**src/verilog/aem_pkg.sv**
```systemverilog
// Purpose: Shared constants for the alert-mask and energy-meter register bank
// Assumes: Byte-wide register access from the serial host front end
// Notes: Offsets are byte addresses on the host register map
package aem_pkg;
  // Register byte addresses
  localparam logic [7:0] AEM_AUX_MASK_ADDR = 8'h17;
  localparam logic [7:0] AEM_GP_MASK_ADDR = 8'h18;
  localparam logic [7:0] AEM_OUT_MASK_ADDR = 8'h19;
  localparam logic [7:0] AEM_DIFF_MASK_ADDR = 8'h1a;
  localparam logic [7:0] AEM_ENERGY_ADDR = 8'h7a;
  localparam logic [7:0] AEM_TICK_ADDR = 8'h80;
  localparam logic [7:0] AEM_CTRL_ADDR = 8'h84;
  // Sizes
  localparam int AEM_ENERGY_BYTES = 6;
  localparam int AEM_TICK_BYTES = 4;
  localparam int AEM_ENERGY_W = 48;
  localparam int AEM_TICK_W = 32;
  localparam int AEM_POWER_W = 24;
  localparam int AEM_NCH = 16;
  // Writable bits per mask register; reserved bits read as zero
  localparam logic [7:0] AEM_AUX_MASK_BITS = 8'h3f;
  localparam logic [7:0] AEM_OUT_MASK_BITS = 8'hf0;
  localparam logic [7:0] AEM_FULL_MASK_BITS = 8'hff;
  localparam logic [7:0] AEM_MASK_RESET = 8'h00;
  // Control register fields
  localparam int AEM_CTRL_RESET_BIT = 7;
  localparam int AEM_CTRL_HALT_BIT = 6;
  localparam int AEM_CTRL_TICK_OVF_BIT = 5;
  localparam int AEM_CTRL_ENERGY_OVF_BIT = 4;
  // Channel index of each threshold channel
  localparam int AEM_CH_AUX2 = 0;
  localparam int AEM_CH_AUX3 = 1;
  localparam int AEM_CH_AUX4 = 2;
  localparam int AEM_CH_GP1 = 3;
  localparam int AEM_CH_GP2 = 4;
  localparam int AEM_CH_GP3 = 5;
  localparam int AEM_CH_GP4 = 6;
  localparam int AEM_CH_OUT_SENSE = 7;
  localparam int AEM_CH_SW_NODE = 8;
  localparam int AEM_CH_AUX_DIFF_A = 9;
  localparam int AEM_CH_AUX_DIFF_B = 10;
  localparam int AEM_CH_GP_DIFF_A = 11;
  localparam int AEM_CH_GP_DIFF_B = 12;
  localparam int AEM_NUSED = 13;
  localparam logic [AEM_ENERGY_W-1:0] AEM_ENERGY_RESET = 48'h0000_0000_0000;
  localparam logic [AEM_TICK_W-1:0] AEM_TICK_RESET = 32'h0000_0000;
endpackage : aem_pkg

```
**src/verilog/aem_alert_if.sv**
```systemverilog
// Purpose: Carries per-channel enables and comparison results to the alert evaluator
// Assumes: One bit per channel, indexed by the package channel numbers
// Notes: Top module drives enables, evaluator returns alert strobe
`timescale 1ns/100ps
interface aem_alert_if;
  import aem_pkg::*;
  logic [AEM_NCH-1:0] upper_en;
  logic [AEM_NCH-1:0] lower_en;
  logic [AEM_NCH-1:0] conv_done;
  logic [AEM_NCH-1:0] above_upper;
  logic [AEM_NCH-1:0] below_lower;
  logic [AEM_NCH-1:0] alert;
  modport regs (output upper_en, output lower_en, output conv_done, output above_upper,
                output below_lower, input alert);
  modport eval (input upper_en, input lower_en, input conv_done, input above_upper,
                input below_lower, output alert);
endinterface : aem_alert_if

```
**src/verilog/aem_regs.sv**
```systemverilog
// Purpose: Alert-mask registers, energy accumulator and tick counter behind the host port
// Assumes: Serial host front end presents byte reads and single-cycle byte write strobes
// Notes: Multi-byte counters are little endian; lowest address holds bits 7:0
//
// Overview of operation
// - Aux mask bits 5:0 hold upper/lower enables for aux inputs 2,3,4.
// - Set lower enable alerts on reading below limit; clear enable suppresses it.
// - Analog-pin mask bits 7:0 hold upper/lower pairs for pins 1 to 4.
// - Output mask: divided sense in bits 7:6, switch node in 5:4.
// - Difference mask: aux 2-1 in bits 7:6, aux 4-3 in 5:4.
// - Difference mask: pin 2-1 in bits 3:2, pin 4-3 in 1:0.
// - Every enable is 1 to enable, and resets to 0.
// - Energy kept in 48-bit accumulator resetting to zero.
// - Energy at bytes 0x7a to 0x7f, host readable and writable.
// - 32-bit tick counter counts accumulated conversion cycles.
// - Tick counter at bytes 0x80 to 0x83, readable, writable, resets zero.
// - Meter reset bit holds accumulator and counter at zero until cleared.
// - Meter halt bit freezes accumulator and counter.
// - Tick overflow flag sets when the counter wraps.
// - Energy overflow flag sets when the accumulator wraps.
`timescale 1ns/100ps
module aem_regs (
  // Clock and reset
  input wire logic ref_clk,
  input wire logic rst_b,
  // Host register port
  input wire logic [7:0] reg_addr,
  input wire logic reg_wr,
  input wire logic [7:0] reg_wdata,
  output logic [7:0] reg_rdata,
  // Power conversion results
  input wire logic power_done,
  input wire logic [aem_pkg::AEM_POWER_W-1:0] power_value,
  // Channel comparisons
  input wire logic [aem_pkg::AEM_NCH-1:0] ch_done,
  input wire logic [aem_pkg::AEM_NCH-1:0] ch_above_upper,
  input wire logic [aem_pkg::AEM_NCH-1:0] ch_below_lower,
  // Alert outputs
  output logic [aem_pkg::AEM_NCH-1:0] ch_alert,
  output logic alert_any
);
  import aem_pkg::*;

  logic [7:0] aux_mask_q;
  logic [7:0] gp_mask_q;
  logic [7:0] out_mask_q;
  logic [7:0] diff_mask_q;
  logic meter_reset_q;
  logic meter_halt_q;
  logic tick_ovf_q;
  logic energy_ovf_q;
  logic [AEM_ENERGY_W-1:0] energy_q;
  logic [AEM_ENERGY_W-1:0] energy_d;
  logic [AEM_TICK_W-1:0] tick_q;
  logic [AEM_TICK_W-1:0] tick_d;
  logic energy_carry;
  logic tick_carry;
  logic meter_step;
  logic [AEM_NCH-1:0] upper_en;
  logic [AEM_NCH-1:0] lower_en;
  aem_alert_if alert_bus ();

  // Address decode helpers for the multi-byte counters
  logic energy_hit;
  logic tick_hit;
  logic [2:0] energy_idx;
  logic [1:0] tick_idx;
  assign energy_hit = (reg_addr >= AEM_ENERGY_ADDR) &&
                      (reg_addr < AEM_ENERGY_ADDR + 8'(AEM_ENERGY_BYTES));
  assign tick_hit = (reg_addr >= AEM_TICK_ADDR) && (reg_addr < AEM_TICK_ADDR + 8'(AEM_TICK_BYTES));
  assign energy_idx = 3'(reg_addr - AEM_ENERGY_ADDR);
  assign tick_idx = 2'(reg_addr - AEM_TICK_ADDR);

  // Mask registers; reserved bits are never stored so they read as zero
  // enables reset clear
  always_ff @(posedge ref_clk) begin
    if (!rst_b) begin
      aux_mask_q <= AEM_MASK_RESET;
      gp_mask_q <= AEM_MASK_RESET;
      out_mask_q <= AEM_MASK_RESET;
      diff_mask_q <= AEM_MASK_RESET;
    end else if (reg_wr) begin
      if (reg_addr == AEM_AUX_MASK_ADDR) aux_mask_q <= reg_wdata & AEM_AUX_MASK_BITS;
      if (reg_addr == AEM_GP_MASK_ADDR) gp_mask_q <= reg_wdata & AEM_FULL_MASK_BITS;
      if (reg_addr == AEM_OUT_MASK_ADDR) out_mask_q <= reg_wdata & AEM_OUT_MASK_BITS;
      if (reg_addr == AEM_DIFF_MASK_ADDR) diff_mask_q <= reg_wdata & AEM_FULL_MASK_BITS;
    end
  end

  // Meter control bits; overflow flags are sticky, set wins over clear
  always_ff @(posedge ref_clk) begin
    if (!rst_b) begin
      meter_reset_q <= 1'b0;
      meter_halt_q <= 1'b0;
      tick_ovf_q <= 1'b0;
      energy_ovf_q <= 1'b0;
    end else begin
      if (reg_wr && reg_addr == AEM_CTRL_ADDR) begin
        meter_reset_q <= reg_wdata[AEM_CTRL_RESET_BIT];
        meter_halt_q <= reg_wdata[AEM_CTRL_HALT_BIT];
        tick_ovf_q <= reg_wdata[AEM_CTRL_TICK_OVF_BIT];
        energy_ovf_q <= reg_wdata[AEM_CTRL_ENERGY_OVF_BIT];
      end
      if (meter_step && tick_carry) tick_ovf_q <= 1'b1;
      if (meter_step && energy_carry) energy_ovf_q <= 1'b1;
    end
  end

  assign meter_step = power_done && !meter_halt_q && !meter_reset_q;
  assign {energy_carry, energy_d} = {1'b0, energy_q} + {{(AEM_ENERGY_W+1-AEM_POWER_W){1'b0}}, power_value};
  assign {tick_carry, tick_d} = {1'b0, tick_q} + {{AEM_TICK_W{1'b0}}, 1'b1};

  // Energy accumulator; a host byte write in the same cycle overrides the step
  always_ff @(posedge ref_clk) begin
    if (!rst_b || meter_reset_q) begin
      energy_q <= AEM_ENERGY_RESET;
    end else if (reg_wr && energy_hit) begin
      energy_q[energy_idx*8 +: 8] <= reg_wdata;
    end else if (meter_step) begin
      energy_q <= energy_d;
    end
  end

  // Tick counter, same priority as the accumulator
  always_ff @(posedge ref_clk) begin
    if (!rst_b || meter_reset_q) begin
      tick_q <= AEM_TICK_RESET;
    end else if (reg_wr && tick_hit) begin
      tick_q[tick_idx*8 +: 8] <= reg_wdata;
    end else if (meter_step) begin
      tick_q <= tick_d;
    end
  end

  // Read mux; unmapped addresses read zero
  always_comb begin
    reg_rdata = 8'h00;
    if (reg_addr == AEM_AUX_MASK_ADDR) reg_rdata = aux_mask_q;
    else if (reg_addr == AEM_GP_MASK_ADDR) reg_rdata = gp_mask_q;
    else if (reg_addr == AEM_OUT_MASK_ADDR) reg_rdata = out_mask_q;
    else if (reg_addr == AEM_DIFF_MASK_ADDR) reg_rdata = diff_mask_q;
    else if (reg_addr == AEM_CTRL_ADDR) begin
      reg_rdata[AEM_CTRL_RESET_BIT] = meter_reset_q;
      reg_rdata[AEM_CTRL_HALT_BIT] = meter_halt_q;
      reg_rdata[AEM_CTRL_TICK_OVF_BIT] = tick_ovf_q;
      reg_rdata[AEM_CTRL_ENERGY_OVF_BIT] = energy_ovf_q;
    end
    else if (energy_hit) reg_rdata = energy_q[energy_idx*8 +: 8];
    else if (tick_hit) reg_rdata = tick_q[tick_idx*8 +: 8];
  end

  // Enable vectors, upper bit of each pair sits above the lower bit
  always_comb begin
    upper_en = '0;
    lower_en = '0;
    {upper_en[AEM_CH_AUX2], lower_en[AEM_CH_AUX2], upper_en[AEM_CH_AUX3], lower_en[AEM_CH_AUX3],
     upper_en[AEM_CH_AUX4], lower_en[AEM_CH_AUX4]} = aux_mask_q[5:0];
    {upper_en[AEM_CH_GP1], lower_en[AEM_CH_GP1], upper_en[AEM_CH_GP2], lower_en[AEM_CH_GP2],
     upper_en[AEM_CH_GP3], lower_en[AEM_CH_GP3], upper_en[AEM_CH_GP4], lower_en[AEM_CH_GP4]} = gp_mask_q;
    {upper_en[AEM_CH_OUT_SENSE], lower_en[AEM_CH_OUT_SENSE],
     upper_en[AEM_CH_SW_NODE], lower_en[AEM_CH_SW_NODE]} = out_mask_q[7:4];
    {upper_en[AEM_CH_AUX_DIFF_A], lower_en[AEM_CH_AUX_DIFF_A],
     upper_en[AEM_CH_AUX_DIFF_B], lower_en[AEM_CH_AUX_DIFF_B]} = diff_mask_q[7:4];
    {upper_en[AEM_CH_GP_DIFF_A], lower_en[AEM_CH_GP_DIFF_A],
     upper_en[AEM_CH_GP_DIFF_B], lower_en[AEM_CH_GP_DIFF_B]} = diff_mask_q[3:0];
  end

  assign alert_bus.upper_en = upper_en;
  assign alert_bus.lower_en = lower_en;
  assign alert_bus.conv_done = ch_done;
  assign alert_bus.above_upper = ch_above_upper;
  assign alert_bus.below_lower = ch_below_lower;

  aem_alert_eval u_eval (
    .ref_clk(ref_clk),
    .rst_b(rst_b),
    .ch(alert_bus.eval)
  );

  assign ch_alert = alert_bus.alert;
  assign alert_any = |alert_bus.alert;
endmodule : aem_regs

```
**src/verilog/aem_alert_eval.sv**
```systemverilog
// Purpose: Turns masked limit violations into registered per-channel alert pulses
// Assumes: Comparison results are valid in the cycle conv_done is high
// Notes: One-cycle pulse per violating conversion
`timescale 1ns/100ps
module aem_alert_eval (
  // Clock and reset
  input wire logic ref_clk,
  input wire logic rst_b,
  // Channel side
  aem_alert_if.eval ch
);
  import aem_pkg::*;
  logic [AEM_NCH-1:0] alert_q;

  // Per-channel gating; each channel judged only when its conversion lands
  genvar i;
  generate
    for (i = 0; i < AEM_NCH; i++) begin : g_ch
      always_ff @(posedge ref_clk) begin
        if (!rst_b) begin
          alert_q[i] <= 1'b0;
        end else begin
          alert_q[i] <= ch.conv_done[i] &
                        ((ch.upper_en[i] & ch.above_upper[i]) | (ch.lower_en[i] & ch.below_lower[i]));
        end
      end
    end
  endgenerate
  assign ch.alert = alert_q;
endmodule : aem_alert_eval

```
**config.mk**
```make
export PLATFORM = sky130hd
export DESIGN_NAME = aem_regs
export DESIGN_NICKNAME = d
export VERILOG_FILES = /design/src/verilog/aem_pkg.sv /design/src/verilog/aem_alert_if.sv /design/src/verilog/aem_regs.sv /design/src/verilog/aem_alert_eval.sv
export SDC_FILE = /design/constraint.sdc
export NUM_CORES = 1
export LEC_CHECK = 0
export BUFFER_PORTS_ARGS = -buffer_cell sky130_fd_sc_hd__buf_2
export CAP_MARGIN = 20
export CORE_ASPECT_RATIO = 1.75
export CORE_MARGIN = 2
export CORE_UTILIZATION = 45
export DETAILED_ROUTE_END_ITERATION = 6
export PLACE_DENSITY = 0.74
export SLEW_MARGIN = 20
export SYNTH_ARGS = -nofsm -noshare
export SYNTH_HDL_FRONTEND = slang
export SYNTH_SLANG_ARGS = --single-unit
export TNS_END_PERCENT = 1
```
**constraint.sdc**
```tcl
create_clock -name ref_clk -period 7.6 [get_ports ref_clk]
set_input_delay 0.38 -clock ref_clk [delete_from_list [all_inputs] [get_ports ref_clk]]
set_output_delay 0.38 -clock ref_clk [all_outputs]
set_load 0.01 [all_outputs]
```
==> results.yml, run 1 <==
outcome:
  outcome: "finished, final reports clean"
clocking:
  postCtsSetupRepairBufs: 0
  cts_hold_buffers: 0
  cts_max_level: 4
  cts_resized: 0
  clk_pin_slew_ps: 60
  root_buffer: "clkbuf_16"
  cts_tree: "built"
  clockBufferDepth: 2
  cts_sinks: 123
  clk_latency_ps: 430
  numCtsBuffers: 17
global_routing:
  grt_util_met1: 0.315
  met2_usage: 0.509
  grt_max_degree: 68
  grt_use_met3: 0.0523
  antenna_found_initial: 0
  grt_pass1_wl_mm: 47.0
  grt.total_usage: 0.295
  grt_overflow: 0
  grt_busiest_layer: "met2"
  grt_pass1_vias: 9115
timing:
  max_slew_margin: 0.304
  min_period_ps: 4070
  fin_hold_ws_ps: 175
  skew_ps: 9.79
  rsz0062_at_grt: "false"
  fin_setup_tns_ps: 0
  period_share: 0.535
  slew_violations: 0
  finalSetupViolations: 0
  hold_viol_final: 0
  fmax_mhz: 246
  worst_slew_pin_slew_ps: 1030
hold_path:
  hold-path-endpoint: "u_eval.ch.alert[9]"
  min_path_cells: 3
  min_path_type: "input port to flip-flop"
  min_from: "ch_done[9]"
critical_path:
  worstReg2RegEnd: "energy_ovf_q"
  cp_cell_sequence: "buf_2, inv_1, ha_1, inv_1, nor4_1, a222oi_1, o211ai_1, o21ai_0, o21ai_0, buf_2"
  r2r_slack_ps: 4060
  crit_buf_inv: 4
  max_stage_delay_ps: 880
  crit_type: "input port to output pin"
  path_max_fanout: 36
  cp.arrival_ps: 3690
  worstSetupEndpointType: "output pin"
  crit_family: "buffers and inverters"
  cp_slowest_cell: "nor4_1"
  cp.required_ps: 7220
  r2r_cells: 11
  r2r-start: "energy_q[0]"
  worstSetupStartpointType: "input port"
finish:
  instances_no_fill: 1441
  syn2layout_area_growth_pct: 13.6
  drive_above_1_share: 0.163
  final_nets: 1316
  final_core_util: 0.522
  antennaDiodeCount: 0
die:
  io_pins: 117
  die_h_um: 189
  initial_core_util: 0.460
  coreArea_um2: 19100
  die_w_um: 110
  die_area_um2: 20700
  fp-row-count: 67
logic_synthesis:
  synth_top_family_by_area: "compound AO/OA/AOI/OAI gates"
  synthTopCellsByArea: "dfxtp_1 28%, nand2_1 6.5%, ha_1 5.1%"
  synth_ff_type: "dfxtp_1"
  synth_common_cells: "152 x nand2_1, 123 x dfxtp_1, 85 x o21ai_0"
  yosysSeqAreaShare: 0.280
  synth_most_common_cell: "nand2_1"
  synth_top_cell_by_area: "dfxtp_1"
  yosysWarningCount: 0
  synth_compound_area_frac: 0.288
  yosysTopAreaCellShare: 0.280
  synthMuxAreaShare: 0.0638
  syn-cell-area_um2: 8790
  syn_inst: 1124
  ys_ff_latch: 123
  ys_types: 75
  syn_avg_cell_area_um2: 7.82
  synth_fa_ha_area_frac: 0.0535
  synth-simple-area-share: 0.249
  async_flop_share: 0
  synthXorXnorAreaFrac: 0.0209
  synth_edf_count: 0
route:
  drc: 0
  num_vias: 9304
  via_per_inst: 6.46
  ant_nets: 0
  drt-total-wl_mm: 30.2
  wl_per_cell_um: 20.9
  dr.pass1.iters: 5
  drt_iter0_drc: 768
placed_design:
  portBuffers: 104
  place_inst: 1409
  routabilityCongestion: 0.996
  dp_hpwl_mm: 21.7
pwr:
  max-vdd-ir-drop_mv: 0.142
  leakage_nw: 3.68
  pwr_density_cell_nw_per_um2: 188
run:
  maxCapViolCount: 0
-- layout make-up --
class | instances | area (um2)
clock buffers | 17 | 425
multi-input cells | 907 | 5950
inverters | 27 | 101
repair buffers | 111 | 573
fillers | 1802 | 9130
flip-flops and latches | 123 | 2460
clock inverters | 15 | 164
well taps | 241 | 302
-- stage by stage --
| stage | total power (W) | area [um2] | worst slack, ps |
|---|---|---|---|
| 2_1_floorplan | 0.000952 | 8790 | 4540 |
| 3_3_place_gp | 0.00105 | 9380 | 3430 |
| 3_5_place_dp | 0.00106 | 9380 | 3360 |
| 4_1_cts | 0.00188 | 9970 | 3590 |
| 5_1_grt | 0.00195 | 9980 | 3320 |
| 6_report | 0.00188 | 9980 | 3530 |
-- per-layer routing --
layer  wire, um  vias up  share of wire
met5          0        -              0
met4       2200        0          0.073
met3       2010      143          0.067
met2      15100      457           0.50
met1      10800     4352           0.36
li1           -     4352              -
-- worst max path at each step --
stage,startpoint,end,slack [ps],depth (start not counted)
6_report,reg_addr[0],reg_rdata[6],3530,10
5_1_grt,reg_addr[0],reg_rdata[4],3320,10
4_1_cts,reg_addr[0],reg_rdata[6],3590,10
3_5_place_dp,reg_addr[0],energy_q[33],3360,10
3_3_place_gp,reg_addr[0],energy_q[33],3430,9
2_1_floorplan,reg_addr[0],reg_rdata[4],4540,10
-- report_power, final --
group	internal, W	switching (W)
logic	0.000139	0.000219
clock network	0.000489	0.000337
registers	0.000667	0.0000309
total	0.00129	0.000587
-- placed cells by master (no fill, tap or decap), types with 13 or more instances in the layout --
cell | synthesis | layout
nor2_1 | 78 | 78
xnor2_1 | 13 | 13
nand2_1 | 152 | 152
a21oi_1 | 81 | 81
a22oi_1 | 58 | 58
a21boi_0 | 27 | 27
o21ai_0 | 85 | 85
a21o_1 | 14 | 14
nor3_1 | 27 | 27
buf_2 | 11 | 104
nand3_1 | 59 | 59
inv_1 | 27 | 27
nand4_1 | 18 | 18
dfxtp_1 | 123 | 123
clkbuf_16 | 0 | 17
mux4_2 | 16 | 16
ha_1 | 36 | 36
-- sequential cells by signal (all words and copies together), names as in the netlist --
signal and cells:
u_eval.ch.alert 13, out_mask_q 4, tick_ovf_q 1, gp_mask_q 8, energy_ovf_q 1, energy_q 48, diff_mask_q 8, meter_reset_q 1
tick_q 32, meter_halt_q 1, aux_mask_q 6
-- worst min-delay path, cell delays in order --
cell and delay (ps):
buf_2 90, nand2_1 50, nor2_1 40
-- cells by family after synthesis --
group | Yosys count
AOI/OAI and AO/OA | 381
DFF | 123
and+or+nand+nor | 430
other | 1
adders and majority gates | 37
buffers and inverters | 96
muxes | 35
xor gates and xnor gates | 21
Note: power is estimated with default switching activity, not from simulation.
==> inputs of run 2 (changes only) <==
--- a/config.mk
+++ b/config.mk
@@ -5,13 +5,14 @@
 export SDC_FILE = /design/constraint.sdc
 export NUM_CORES = 1
 export LEC_CHECK = 0
+export ABC_AREA = 1
 export BUFFER_PORTS_ARGS = -buffer_cell sky130_fd_sc_hd__buf_2
 export CAP_MARGIN = 20
 export CORE_ASPECT_RATIO = 1.75
 export CORE_MARGIN = 2
 export CORE_UTILIZATION = 45
 export DETAILED_ROUTE_END_ITERATION = 6
-export PLACE_DENSITY = 0.74
+export PLACE_DENSITY = 0.75
 export SLEW_MARGIN = 20
 export SYNTH_ARGS = -nofsm -noshare
 export SYNTH_HDL_FRONTEND = slang
==> constraint.sdc (replaced) <==
create_clock -name ref_clk -period 3.4 [get_ports ref_clk]
set_input_delay 0.17 -clock ref_clk [delete_from_list [all_inputs] [get_ports ref_clk]]
set_output_delay 0.17 -clock ref_clk [all_outputs]
set_load 0.01 [all_outputs]
==> run 2 against run 1 <==
Combinational power grew to 3.1 times the previous value. Non-clock buffer count is 30 higher. Count of clock-buffer cells in the layout is 1 higher. Critical path depth is 1 higher. Synthesized cell count is 61% higher. Power is 140% higher. Wire length is 38% higher. Sequential power is 130% higher. Worst setup slack worse by 2800 ps. Design area is 21% higher.
==> results.yml, run 2 <==
outcome:
  outcome: "finished, final reports clean"
global_routing:
  grt_pass1_wl_mm: 63.1
  grt_max_degree: 61
  antenna_found_initial: 2
  grt_overflow: 0
  grt.total_usage: 0.333
  grt_pass1_vias: 12000
timing:
  fmax_mhz: 377
  skew_ps: 10.2
  worst_slew_pin_slew_ps: 821
  fin_setup_tns_ps: 0
  slew_violations: 0
  period_share: 0.781
  rsz0062_at_grt: "false"
  max_slew_margin: 0.448
  hold_viol_final: 0
  finalSetupViolations: 0
  min_period_ps: 2660
  fin_hold_ws_ps: 8.88
critical_path:
  cp.arrival_ps: 2490
  cp_slowest_cell: "nor2_1"
  cp.required_ps: 3230
  path_max_fanout: 11
  worstReg2RegEnd: "energy_q[32]"
  crit_type: "input port to output pin"
  cpMostUsedCell: "o21ai_0"
  crit_family: "compound AO/OA/AOI/OAI gates"
  r2r-start: "energy_q[0]"
  worstSetupEndpointType: "output pin"
  r2r_slack_ps: 840
  crit_buf_inv: 3
  max_stage_delay_ps: 420
  r2r_cells: 15
  cp_cell_sequence: "buf_2, inv_1, ha_1, nor2_1, o21ai_0, o211ai_1, o21ai_0, o21ai_0, nand2_1, o211ai_1, buf_2"
  worstSetupStartpointType: "input port"
logic_synthesis:
  synth_top_cell_by_area: "dfxtp_1"
  synth_ff_type: "dfxtp_1"
  ys_ff_latch: 123
  yosysTopAreaCellShare: 0.233
  yosysSeqAreaShare: 0.233
  ys_types: 55
  syn-cell-area_um2: 10600
  syn_avg_cell_area_um2: 5.84
  synthTopCellsByArea: "dfxtp_1 23%, nand2_1 18%, inv_1 9.6%"
  async_flop_share: 0
  synth_edf_count: 0
  synth_common_cells: "502 x nand2_1, 269 x inv_1, 164 x nand3_1"
  synth_most_common_cell: "nand2_1"
  yosysWarningCount: 0
  syn_inst: 1809
finish:
  drive_above_1_share: 0.107
  largest_reg_flops: 48
  layout_common_cells: "502 x nand2_1, 269 x inv_1, 164 x nand3_1"
  antennaDiodeCount: 0
  syn2layout_area_growth_pct: 14.0
  mostFrequentLayoutCell: "nand2_1"
  fillCellCount: 2415
  final_nets: 2033
  final_area_um2: 12000
  top_register: "energy_q"
hold_path:
  min_path_cells: 3
  hold-path-endpoint: "u_eval.ch.alert[0]"
  min_path_type: "input port to flip-flop"
  min_from: "ch_above_upper[0]"
die:
  coreArea_um2: 23200
  fp-row-count: 74
  initial_core_util: 0.454
  die_area_um2: 24800
  io_pins: 117
  die_w_um: 120
  die_h_um: 207
clocking:
  postCtsSetupRepairBufs: 0
  clockBufferDepth: 2
  cts_hold_buffers: 23
  clk_latency_ps: 440
  cts_resized: 0
  cts_tree: "built"
  cts_sinks: 123
  cts_max_level: 4
  clk_pin_slew_ps: 60
  root_buffer: "clkbuf_16"
  numCtsBuffers: 17
route:
  dr.pass1.iters: 6
  drc: 0
  via_per_inst: 5.71
  wl_per_cell_um: 18.8
  drt-total-wl_mm: 41.6
  ant_nets: 0
  num_vias: 12700
  drt_iter0_drc: 1155
pwr:
  pwr_density_cell_nw_per_um2: 378
  max-vdd-ir-drop_mv: 0.371
  leakage_nw: 5.60
placed_design:
  placed_area_um2: 11200
  portBuffers: 104
  routabilityCongestion: 1.00
  dp_hpwl_mm: 31.4
run:
  maxCapViolCount: 0
[run 2: cell count changes after synthesis, moves of 29 or more]
cell     change
nand2_1    +350
o21ai_0     +58
a22oi_1     -58
nor2_1      +29
nand3_1    +105
a21oi_1     +67
inv_1      +242
[run 2: area by class of cell]
cell class | instances | area [um2] | area share
clock buffer | 18 | 429 | 0.0357
multi-input combinational | 1343 | 6710 | 0.558
inverter | 278 | 1040 | 0.0867
timing repair buffer | 141 | 856 | 0.0711
tap | 304 | 380 | 0.0316
clock inverter | 13 | 146 | 0.0122
sequential | 123 | 2460 | 0.205
[run 2: logic make-up (layout without fill, tap and decap cells)]
group,Yosys count,in the layout,synth area share
buffers and inverters,345,450,0.132
flip-flops,123,123,0.233
adder cells (fa/ha/maj),37,37,0.0446
AND/OR/NAND/NOR,900,900,0.380
XOR/XNOR,12,12,0.00996
other,1,3,0.000355
AO/OA/AOI/OAI,391,391,0.200
[run 2: power by group]
| part | total [W] | switching [W] | internal, W |
|---|---|---|---|
| Clock | 0.00183 | 0.000750 | 0.00108 |
| Combinational | 0.00109 | 0.000740 | 0.000347 |
| Sequential | 0.00163 | 0.000113 | 0.00152 |
| Total | 0.00455 | 0.00160 | 0.00295 |
[run 2: layer usage]
metal  routed length, um  share of wire  vias to the layer above  GRT usage
met2               20700           0.50                      642      0.601
met4                4020          0.097                        4      0.294
met5                  30        0.00072                        -          0
met1               14200           0.34                     5691      0.326
met3                2730          0.066                      240     0.0558
li1                    -              -                     6107          -
[run 2: worst max-delay path by stage]
| stage | startpoint | depth (start not counted) | to | slack, ps |
|---|---|---|---|---|
| finish | reg_addr[2] | 11 | reg_rdata[1] | 740 |
| global route | reg_addr[1] | 15 | reg_rdata[4] | 530 |
| CTS | reg_addr[1] | 15 | reg_rdata[4] | 780 |
| detailed placement | reg_addr[2] | 11 | energy_q[6] | 700 |
| global placement | reg_addr[2] | 11 | energy_q[6] | 790 |
| floorplan | reg_addr[0] | 14 | energy_q[7] | 870 |
[run 2: through the flow]
stage               utilization  power, W  std cells  setup slack [ps]
global placement          0.483   0.00268       2166               786
detailed placement        0.483   0.00270       2166               704
CTS                       0.518   0.00452       2220               783
global route              0.518   0.00472       2220               533
floorplan                     -   0.00235       1811               872
finish                    0.518   0.00455       2220               744
[run 2: tightest hold or removal path, cell delays in order]
cell	delay, ps
buf_2	100
nand2_1	50
a21oi_1	80
